$ cat src/include/cjh_consts.svh
// Constants for the cutter jog, homing and virtual-master command block.
`ifndef CJH_CONSTS_SVH
`define CJH_CONSTS_SVH

// ----------------------------------------------------------------------
// Register map, word aligned byte addresses
// ----------------------------------------------------------------------
`define CJH_AW 5
`define CJH_OFS_MAP 5'h00
`define CJH_OFS_JOG 5'h04
`define CJH_OFS_TRIM 5'h08
`define CJH_OFS_VMSPD 5'h0C
`define CJH_OFS_RAMP 5'h10
`define CJH_OFS_STAT 5'h14
`define CJH_OFS_VMFRQ 5'h18
`define CJH_OFS_ERR 5'h1C

// ----------------------------------------------------------------------
// Command indices and source selection
// ----------------------------------------------------------------------
`define CJH_NCMD 6
`define CJH_C_JOGF 0
`define CJH_C_JOGR 1
`define CJH_C_HOME 2
`define CJH_C_VSEL 3
`define CJH_C_VRUN 4
`define CJH_C_CLR 5
`define CJH_MAPW 18
`define CJH_NERR 8

// ----------------------------------------------------------------------
// Reset values
// ----------------------------------------------------------------------
`define CJH_MAP_RST 18'h001AC
`define CJH_JOG_RST 16'h0100
`define CJH_TRIM_RST 16'h0040
`define CJH_VMSPD_RST 16'h1000
`define CJH_RAMP_RST 16'h0001

`endif

$ cat src/include/cjh_pkg.sv
// Types shared by the cutter command block.
package cjh_pkg;
  typedef logic [15:0] cjh_speed_t;
  typedef logic signed [16:0] cjh_vel_t;
  typedef enum logic [1:0] {HOME_IDLE, HOME_SEEK, HOME_MOVE} cjh_home_t;
endpackage : cjh_pkg

$ cat src/rtl/cjh_vm_ramp.sv
// Virtual-master frequency generator with linear up and down ramps.
`timescale 1ns/1ps
`include "cjh_consts.svh"

module cjh_vm_ramp (
  input  wire logic               sys_clk,
  input  wire logic               sys_rst,
  input  wire logic               sysEn,
  input  wire logic               vmRun,
  input  wire cjh_pkg::cjh_speed_t target,
  input  wire cjh_pkg::cjh_speed_t rampStep,
  output      cjh_pkg::cjh_speed_t freq
);
  import cjh_pkg::*;

  // ----------------------------------------------------------------------
  // Ramp arithmetic
  // ----------------------------------------------------------------------
  // A step of zero would freeze the ramp forever, so one is the floor.
  wire cjh_speed_t step = (rampStep == 16'h0000) ? 16'h0001 : rampStep;
  wire cjh_speed_t goal = vmRun ? target : 16'h0000;
  wire             rise = freq < goal;
  wire cjh_speed_t gap  = rise ? goal - freq : freq - goal;
  wire cjh_speed_t next_freq =
    (gap <= step) ? goal : (rise ? freq + step : freq - step);

  // ----------------------------------------------------------------------
  // Frequency register
  // ----------------------------------------------------------------------
  always_ff @(posedge sys_clk) begin
    if (sys_rst) begin
      freq <= 16'h0000;
    end else if (sysEn) begin
      freq <= next_freq;
    end
  end
endmodule : cjh_vm_ramp

$ cat src/rtl/cjh_cmd_core.sv
// Jog, trim, homing, master-select and error-clear command sequencer.
//
// The implementer's own choices: the address-and-strobe port and the address map.
`timescale 1ns/1ps
`include "cjh_consts.svh"

module cjh_cmd_core (
  input  wire logic                 sys_clk,
  input  wire logic                 sys_rst,
  input  wire logic                 sysEn,
  input  wire logic [4:0]           regAddr,
  input  wire logic [31:0]          regWdata,
  input  wire logic                 regWr,
  input  wire logic                 regRd,
  output      logic [31:0]          regRdata,
  input  wire logic [1:0]           fastIn,
  input  wire logic [3:0]           ctrlIn,
  input  wire logic [5:0]           serCmd,
  input  wire logic [5:0]           busCmd,
  input  wire logic                 autoCutCmd,
  input  wire logic                 cutIndex,
  input  wire logic                 atHome,
  input  wire logic [7:0]           errIn,
  output      cjh_pkg::cjh_vel_t    rollVel,
  output      logic                 holdPos,
  output      cjh_pkg::cjh_vel_t    trimRate,
  output      logic                 pieceLonger,
  output      logic                 pieceShorter,
  output      logic                 homingBusy,
  output      logic                 homingDone,
  output      logic                 masterVirtual,
  output      cjh_pkg::cjh_speed_t  vmFreq,
  output      logic [7:0]           errLatch,
  output      logic                 errAny
);
  import cjh_pkg::*;

  // ----------------------------------------------------------------------
  // Configuration registers
  // ----------------------------------------------------------------------
  logic [17:0] srcMap;
  cjh_speed_t  jogSpd;
  cjh_speed_t  trimSpd;
  cjh_speed_t  vmSpd;
  cjh_speed_t  rampStep;

  wire wrMap  = regWr && regAddr == `CJH_OFS_MAP;
  wire wrJog  = regWr && regAddr == `CJH_OFS_JOG;
  wire wrTrim = regWr && regAddr == `CJH_OFS_TRIM;
  wire wrVm   = regWr && regAddr == `CJH_OFS_VMSPD;
  wire wrRamp = regWr && regAddr == `CJH_OFS_RAMP;

  always_ff @(posedge sys_clk) begin
    if (sys_rst) begin
      srcMap   <= `CJH_MAP_RST;
      jogSpd   <= `CJH_JOG_RST;
      trimSpd  <= `CJH_TRIM_RST;
      vmSpd    <= `CJH_VMSPD_RST;
      rampStep <= `CJH_RAMP_RST;
    end else if (sysEn) begin
      if (wrMap) srcMap <= regWdata[17:0];
      if (wrJog) jogSpd <= regWdata[15:0];
      if (wrTrim) trimSpd <= regWdata[15:0];
      if (wrVm) vmSpd <= regWdata[15:0];
      if (wrRamp) rampStep <= regWdata[15:0];
    end
  end

  // ----------------------------------------------------------------------
  // Command sources
  // ----------------------------------------------------------------------
  // Source codes: 0 none, 1..2 fast inputs 3..4, 3..6 control 1..4.
  // Code 7 selects the constant zero so a bad code never acts.
  wire [7:0] hwPool = {1'b0, ctrlIn, fastIn, 1'b0};
  wire [5:0] hwCmd;
  wire [5:0] cmd;

  genvar gi;
  generate
    for (gi = 0; gi < `CJH_NCMD; gi = gi + 1) begin : g_cmd
      wire [2:0] code = srcMap[3*gi+2:3*gi];
      assign hwCmd[gi] = hwPool[code];
      assign cmd[gi] = hwCmd[gi] | serCmd[gi] | busCmd[gi];
    end
  endgenerate

  wire jogF = cmd[`CJH_C_JOGF];
  wire jogR = cmd[`CJH_C_JOGR];
  wire vSel = cmd[`CJH_C_VSEL];
  wire vRun = cmd[`CJH_C_VRUN];

  // Edge detection for the commands that act only when switched on.
  logic homePrev;
  logic clrPrev;
  wire  homeRise = cmd[`CJH_C_HOME] && !homePrev;
  wire  clrRise  = cmd[`CJH_C_CLR] && !clrPrev;

  always_ff @(posedge sys_clk) begin
    if (sys_rst) begin
      homePrev <= 1'b0;
      clrPrev  <= 1'b0;
    end else if (sysEn) begin
      homePrev <= cmd[`CJH_C_HOME];
      clrPrev  <= cmd[`CJH_C_CLR];
    end
  end

  // ----------------------------------------------------------------------
  // Homing sequence
  // ----------------------------------------------------------------------
  cjh_home_t homeSt;
  cjh_home_t next_homeSt;

  // Homing only starts at standstill; during cutting the roll follows
  // the profile and a search move would spoil the running cut.
  always_comb begin
    next_homeSt = homeSt;
    unique case (homeSt)
      HOME_IDLE: begin
        if (homeRise && !autoCutCmd) next_homeSt = HOME_SEEK;
      end
      HOME_SEEK: begin
        if (cutIndex) next_homeSt = HOME_MOVE;
      end
      HOME_MOVE: begin
        if (atHome) next_homeSt = HOME_IDLE;
      end
      default: next_homeSt = HOME_IDLE;
    endcase
  end

  wire homeIdle   = homeSt == HOME_IDLE;
  wire homeFinish = homeSt == HOME_MOVE && atHome;
  // Motion follows the state being entered, so the roll starts and
  // stops in step with homingBusy.
  wire homeNextIdle = next_homeSt == HOME_IDLE;

  always_ff @(posedge sys_clk) begin
    if (sys_rst) begin
      homeSt     <= HOME_IDLE;
      homingDone <= 1'b0;
    end else if (sysEn) begin
      homeSt <= next_homeSt;
      if (homeFinish) homingDone <= 1'b1;
      else if (next_homeSt == HOME_SEEK) homingDone <= 1'b0;
    end
  end

  // ----------------------------------------------------------------------
  // Jog and trim decode
  // ----------------------------------------------------------------------
  wire     oneDir  = jogF ^ jogR;
  wire     stopped = !autoCutCmd;
  wire     jogMove = stopped && homeIdle && oneDir;
  wire     trimOn  = autoCutCmd && oneDir;
  cjh_vel_t jogPos;
  cjh_vel_t trimPos;
  assign jogPos  = cjh_vel_t'({1'b0, jogSpd});
  assign trimPos = cjh_vel_t'({1'b0, trimSpd});

  cjh_vel_t next_rollVel;
  cjh_vel_t next_trimRate;
  assign next_rollVel =
    !homeNextIdle ? jogPos :
    !jogMove  ? cjh_vel_t'(17'h00000) :
    jogF      ? jogPos : -jogPos;
  assign next_trimRate =
    !trimOn ? cjh_vel_t'(17'h00000) :
    jogF    ? trimPos : -trimPos;

  wire next_holdPos = stopped && homeNextIdle && !oneDir;

  always_ff @(posedge sys_clk) begin
    if (sys_rst) begin
      rollVel      <= '0;
      trimRate     <= '0;
      holdPos      <= 1'b1;
      pieceShorter <= 1'b0;
      pieceLonger  <= 1'b0;
      homingBusy   <= 1'b0;
    end else if (sysEn) begin
      rollVel      <= next_rollVel;
      trimRate     <= next_trimRate;
      holdPos      <= next_holdPos;
      // Advancing the knife cuts early, so forward trim shortens.
      pieceShorter <= trimOn && jogF;
      pieceLonger  <= trimOn && jogR;
      homingBusy   <= next_homeSt != HOME_IDLE;
    end
  end

  // ----------------------------------------------------------------------
  // Master selection and virtual master
  // ----------------------------------------------------------------------
  // The selection is frozen during cutting so the master cannot jump
  // under a running cut profile.
  always_ff @(posedge sys_clk) begin
    if (sys_rst) begin
      masterVirtual <= 1'b0;
    end else if (sysEn && stopped) begin
      masterVirtual <= vSel;
    end
  end

  cjh_vm_ramp u_ramp (
    .sys_clk  (sys_clk),
    .sys_rst  (sys_rst),
    .sysEn    (sysEn),
    .vmRun    (vRun),
    .target   (vmSpd),
    .rampStep (rampStep),
    .freq     (vmFreq)
  );

  // ----------------------------------------------------------------------
  // Error latch
  // ----------------------------------------------------------------------
  // A new error in the clearing cycle survives the clear.
  wire [7:0] next_errLatch = (clrRise ? 8'h00 : errLatch) | errIn;

  always_ff @(posedge sys_clk) begin
    if (sys_rst) begin
      errLatch <= 8'h00;
      errAny   <= 1'b0;
    end else if (sysEn) begin
      errLatch <= next_errLatch;
      errAny   <= |next_errLatch;
    end
  end

  // ----------------------------------------------------------------------
  // Register read back
  // ----------------------------------------------------------------------
  wire [31:0] statWord = {20'h00000, homeSt, homingDone, masterVirtual,
                          errAny, autoCutCmd, cmd};
  wire [31:0] readMux =
    regAddr == `CJH_OFS_MAP   ? {14'h0000, srcMap} :
    regAddr == `CJH_OFS_JOG   ? {16'h0000, jogSpd} :
    regAddr == `CJH_OFS_TRIM  ? {16'h0000, trimSpd} :
    regAddr == `CJH_OFS_VMSPD ? {16'h0000, vmSpd} :
    regAddr == `CJH_OFS_RAMP  ? {16'h0000, rampStep} :
    regAddr == `CJH_OFS_STAT  ? statWord :
    regAddr == `CJH_OFS_VMFRQ ? {16'h0000, vmFreq} :
    regAddr == `CJH_OFS_ERR   ? {24'h000000, errLatch} :
    32'h00000000;

  // Read data stand for exactly one cycle after the strobe.
  always_ff @(posedge sys_clk) begin
    if (sys_rst) begin
      regRdata <= 32'h00000000;
    end else if (sysEn) begin
      regRdata <= regRd ? readMux : 32'h00000000;
    end
  end
endmodule : cjh_cmd_core

$ cat config.mk
export PLATFORM = sky130hd
export DESIGN_NAME = cjh_cmd_core
export DESIGN_NICKNAME = d
export VERILOG_FILES = /design/src/include/cjh_pkg.sv /design/src/rtl/cjh_vm_ramp.sv /design/src/rtl/cjh_cmd_core.sv
export VERILOG_INCLUDE_DIRS = /design/src /design/src/include
export SDC_FILE = /design/constraint.sdc
export NUM_CORES = 1
export LEC_CHECK = 0
export ABC_AREA = 1
export BUFFER_PORTS_ARGS = -buffer_cell sky130_fd_sc_hd__buf_2
export CORE_MARGIN = 2
export CORE_UTILIZATION = 50
export CTS_CLUSTER_SIZE = 25
export DETAILED_ROUTE_END_ITERATION = 8
export HOLD_SLACK_MARGIN = 0.08
export PLACE_DENSITY = 0.72
export SYNTH_ARGS = -nofsm -noshare
export SYNTH_HDL_FRONTEND = slang
export SYNTH_SLANG_ARGS = --single-unit
export TNS_END_PERCENT = 5
$ cat constraint.sdc
create_clock -name sys_clk -period 5.8 [get_ports sys_clk]
set_clock_uncertainty 0.2 [all_clocks]
set_input_delay 1.16 -clock sys_clk [delete_from_list [all_inputs] [get_ports sys_clk]]
set_output_delay 1.16 -clock sys_clk [all_outputs]
set_load 0.02 [all_outputs]
# Word-level counts from Yosys, hierarchy flattened

Index checks and enable logic that the tools add are counted.

$add $sub $neg: 6
Magnitude comparators: 8
Eq/ne operators: 10
Muxes and demuxes: 38
Bitwise gates (word level): 14
Reductions and logical operators: 34

Operator list:

| cell               | count |
|---|---|
| $mux 16            | 11 |
| $mux 17            | 5 |
| $sub 16x16->16     | 3 |
| $mux 18            | 2 |
| $neg 16->17        | 2 |
| $lt 3x4->1 const B | 6 |
| $eq 5x5->1 const B | 4 |
| $bmux 1 s3         | 6 |
| $logic_and 1x1->1  | 17 |
| $add 16x16->16     | 1 |
| $le 16x16->1       | 1 |
| $logic_not 16->1   | 1 |
| $lt 16x16->1       | 1 |
| $mux 8             | 2 |
| $or 1x1->1         | 12 |
| $reduce_and 2->1   | 6 |
| $eq 5x4->1 const B | 2 |
| $mux 1             | 8 |
| $or 8x8->8         | 1 |
| $reduce_or 8->1    | 1 |
| $mux 2             | 3 |
| $pmux 2 s3         | 1 |
| $eq 5x3->1 const B | 1 |
| $logic_not 5->1    | 1 |
| other kinds (6)    | 12 |

Flip-flop bits (word level): 183
Input bits: 71
Output and inout bits: 97
Logic and storage cells: 130

# Longest topological paths before layout

Depth in word-level cells: 11
Depth in mapped cells: 38
Mapped depth without buffers: 35

# Hierarchy

From an unflattened synthesis, not the netlist that was laid out.

Cell total of the unflattened synthesis: 1923
Area, all modules: 12244.2 um^2

By module, submodules not included:

| module       | instances | cells an instance | area an instance (um^2) |
|---|---|---|---|
| cjh_cmd_core | 1         | 1241              | 8182.8 |
| cjh_vm_ramp  | 1         | 682               | 4061.4 |

# Least setup slack after synthesis

Ideal clock, no wire load.

Kind: input-to-reg
From: input ctrlIn[0]
To: register u_ramp.freq[5]
Setup time: 0.058 ns
Arrival: 5.027 ns
Data required time: 5.542 ns
Path slack: 0.515 ns
Stages on the path: 36
Path buffers: 4
Path through: inv_1 > nand2_1 > nand3_1 > o31ai_1 > nand2_1 > nand3_2 > buf_4 > nand2_1 > inv_1 > ha_1 > inv_1 > fa_1 > nand3_1 > nand2_1 > nand2_1 > nand2_2 > a21oi_4 > inv_2 > buf_6 > buf_6 > nand2_1 > nand2_1 > xor2_1 > ha_1 > nand2_1 > inv_1 > o21ai_0 > nand2_1 > a21oi_1 > nand2_1 > nand2_1 > clkbuf_1 > a21oi_1 > o21ai_0 > o211ai_1 > inv_1

Word-level cells in the longest chain between the ends: 9
Elaborated cells between the ends (all ways): 12
Classes of those cells: add/sub (2); order compare (2); mux (6); bitwise (2)

Ends and longest elaborated chain:

| item                                                  | RTL line                             | text |
|---|---|---|
| from (decl)                                           | cjh_cmd_core.sv:17                   | `input wire logic [3:0] ctrlIn,` |
| $bmux 1 s3 *                                          | cjh_cmd_core.sv:82                   | `assign hwCmd[gi] = hwPool[code];` |
| $mux 1 (implied by the code) *                        | cjh_cmd_core.sv:82                   |  |
| $or 1x1->1 * (2 in a row)                             | cjh_cmd_core.sv:83                   | `assign cmd[gi] = hwCmd[gi] \| serCmd[gi] \| busCmd[gi];` |
| $mux 16 *                                             | cjh_vm_ramp.sv:21                    | `wire cjh_speed_t goal = vmRun ? target : 16'h0000;` |
| $sub 16x16->16 / $lt 16x16->1 (equally long branches) | cjh_vm_ramp.sv:23, cjh_vm_ramp.sv:22 |  |
| $mux 16                                               | cjh_vm_ramp.sv:23                    | `wire cjh_speed_t gap = rise ? goal - freq : freq - goal;` |
| $le 16x16->1                                          | cjh_vm_ramp.sv:25                    | `(gap <= step) ? goal : (rise ? freq + step : freq - step);` |
| $mux 16 *                                             | cjh_vm_ramp.sv:25                    |  |
| to (signal assigned)                                  | cjh_vm_ramp.sv:34                    | `freq <= next_freq;` |
| to (decl)                                             | cjh_vm_ramp.sv:12                    | `output cjh_pkg::cjh_speed_t freq` |

Every way passes the cells marked *; elsewhere a longest branch is shown, timed or not. The select of a mux whose other input is x is not followed.
A chain may end at the register's enable or synchronous reset.

# Worst setup path in the final report

From: input ctrlIn[1]
To: register u_ramp.freq[13]

Same word-level chain as after synthesis.

==> reports/metrics.csv <==
metric,value,unit
insertion_delay,0.44,ns
vias,13020,
antenna_found_initial,1,
synth_top_family_by_area,simple AND/OR/NAND/NOR gates,
hold_viol,0,
slew_violations,0,
syn_inst,1794,
cp_max_fo,13,
final_cell_mix,"401 x nand2_1, 230 x a21oi_1, 214 x inv_1",
p_leak,6.633,nW
dieArea,24380,um^2
seqPwrFrac,19.6,%
min-delay-start,rollVel[8],
finalInstanceArea,13790,um^2
fmax,181.4,MHz
pin_count,168,
ys_warn_count,0,
async_reset_ff_share,0,%
root_buffer,clkbuf_16,
synth_edf_count,0,
drtIter0Drc,1647,
layout_commonest_cell,nand2_1,
clk_pin_slew,0.07,ns
gp_congestion,0.9957,
synth_xor_area_share,3.481,%
grt_pass1_wl,62740,um
io_buffer_count,139,
synth_mux_area_share,0.08650,%
rsz0062_at_grt,no,
critPathSlowestCell,ha_1,
period_minus_slack,5.513,ns
final_antenna_net_count,0,
cts_made_buffers,17,
dpl.cell_count,2271,
ys_seq_elements,169,
antenna_cells,0,
synth-simple-area-share,25.58,%
ff2ff_setup_slack,0.60,ns
worstSetupPathType,in -> reg,
globalRouteOverflowTotal,0,
core_area,22710,um^2
critPathLaunchType,input port,
avgSynthCellArea,6.451,um^2
drtPass1Iterations,6,
cts_tree,built,
drt-wirelength-per-cell,17.70,um
rr_worst_depth,30,
final_nets,2145,
r2r-end,u_ramp.freq[13],
start_util,50.96,%
postPlaceCellArea,13210,um^2
synthFlopType,dfxtp_1,
vias_per_cell,5.653,
stdcell_count,2304,
totalPowerFinal,0.006729,W
grtUsageTotal,33.01,%
fin_crit_sh,95.06,%
ctsHoldBuffers,0,
synth_cell_types,51,
fill_cells,2167,
outcome,"complete, no violations",
critPathCaptureType,flop,
clk_path_buf_depth,2,
swShare,47.25,%
h-tree-depth,4,
relSlewSlack,26.63,%
grt_pass1_vias,11580,
route.detailed.drc,0,
setup_viol,0,
timing.critical_path.buf_inv,6,
worstPathRequired,5.98,ns
power_per_cell_area,487.9,nW/um^2
drive_gt1_share,16.64,%
p_int,0.003550,W
cp_common_cell,nand2_1,
worstMarginPinSlew,1.092,ns
synthAdderAreaFrac,7.547,%
max-cap-violations,0,
std_cell_rows,55,
slowest_delay,0.33,ns
area.growth.synth_to_final,19.19,%
syn_area,11570,um^2
totalWireLength,40780,um
clockPowerShare,16.4,%
hpwl,31380,um
grt_max_degree,82,
cts.sinks,169,
cp.arrival,5.69,ns
switchingPower,0.003179,W
min_path_cells,2,
die_y,156.1,um
synth-compound-area-share,23.08,%
synth-seq-area-share,29.24,%
worstHoldPathType,reg -> reg,
irDropWorstVdd,0.0002702,V
dieWidth,156.1,um
regToRegStartpoint,srcMap[13],
whs_endpoint,rollVel[8],
p_comb_share,64.0,%
cp_top_family,simple AND/OR/NAND/NOR gates,
[power by group through the flow]
stage / sequential (W) / combinational (W) / clock [W]
2_1_floorplan: 0.00137 / 0.00260 / 0
3_3_place_gp: 0.00134 / 0.00411 / 0
3_5_place_dp: 0.00134 / 0.00420 / 0
4_1_cts: 0.00132 / 0.00423 / 0.00110
5_1_grt: 0.00132 / 0.00479 / 0.00116
6_report: 0.00132 / 0.00431 / 0.00110
[tightest hold or removal path, cell delays in order (launching register included)]
cell	delay, ns
dfxtp_1	0.31
nand2_1	0.05
a21oi_1	0.05
[layout make-up]
| cell class | instances | area [um^2] | area share, % |
|---|---|---|---|
| timing repair buffer | 265 | 1654 | 11.99 |
| inverter | 227 | 854.6 | 6.196 |
| tap | 285 | 356.6 | 2.585 |
| clock inverter | 13 | 110.1 | 0.7983 |
| sequential | 169 | 3383 | 24.53 |
| multi-input combinational | 1326 | 6992 | 50.69 |
| clock buffer | 19 | 442.9 | 3.211 |
[cells by family (layout without fill, tap and decap cells)]
kind of cell | Yosys count | count (layout)
and+or+nand+nor | 711 | 711
AOI/OAI and AO/OA | 486 | 486
buffers and inverters | 312 | 524
DFF | 169 | 169
adders and majority gates | 68 | 68
xor gates and xnor gates | 46 | 46
other | 1 | 14
muxes | 1 | 1
[Yosys cell counts, types with 10 or more instances]
cell      number  area [um^2]
nand2_1      402         1509
a21oi_1      230         1151
inv_1        215        807.0
o21ai_0      176        880.8
dfxtp_1      169         3383
nor2_1       158        593.1
nand3_1       91        455.4
ha_1          65        813.3
clkbuf_1      53        198.9
xor2_1        38        332.8
nand4_1       21        131.4
o211ai_1      21        157.7
buf_4         16        120.1
nor3_1        15        75.07
inv_2         11        41.29
buf_2         10        50.05
[metrics by stage]
step | hold slack [ns] | TNS (ns) | setup slack [ns] | util [%]
after global routing | 0.2818 | 0 | 0.006044 | 60.74
after CTS | 0.2670 | 0 | 0.1340 | 60.60
after global placement | 0.2504 | -2.165 | -0.1829 | 58.17
after floorplan | 0.2400 | 0 | 0.5148 | -
after detailed placement | 0.2561 | -3.303 | -0.2739 | 58.17
final | 0.2627 | 0 | 0.2868 | 60.74
[flip-flops by register name, summed over array words and instances, names as in the netlist, 2 cells and up]
register	cells
homeSt	2
rampStep	16
rollVel	17
errLatch	8
regRdata	18
u_ramp.freq	16
trimSpd	16
jogSpd	16
vmSpd	16
srcMap	18
trimRate	17
[worst max-delay path by stage]
stage,to,from,cells past startpoint,slack (ns)
floorplan,u_ramp.freq[5],ctrlIn[0],36,0.51
global placement,u_ramp.freq[0],ctrlIn[1],31,-0.18
detailed placement,u_ramp.freq[13],ctrlIn[1],32,-0.27
CTS,u_ramp.freq[13],ctrlIn[1],32,0.13
global route,u_ramp.freq[1],fastIn[0],34,0.006
finish,u_ramp.freq[13],ctrlIn[1],31,0.29
[routing by layer]
layer  GRT usage, %  vias to the layer above  wire, um
met5              0                        -        11
met4          10.35                        2      1337
met3          6.056                      102      3852
met2          52.00                      614     17840
met1          45.84                     5991     17740
li1               -                     6315         -
[timing repair]
item	4_1_cts	5_1_grt
setup endpoints to repair	0	16
hold endpoints to repair	0	0
buffers inserted	0	1
resized for setup	0	9
Power figures use the tool's default switching activity.
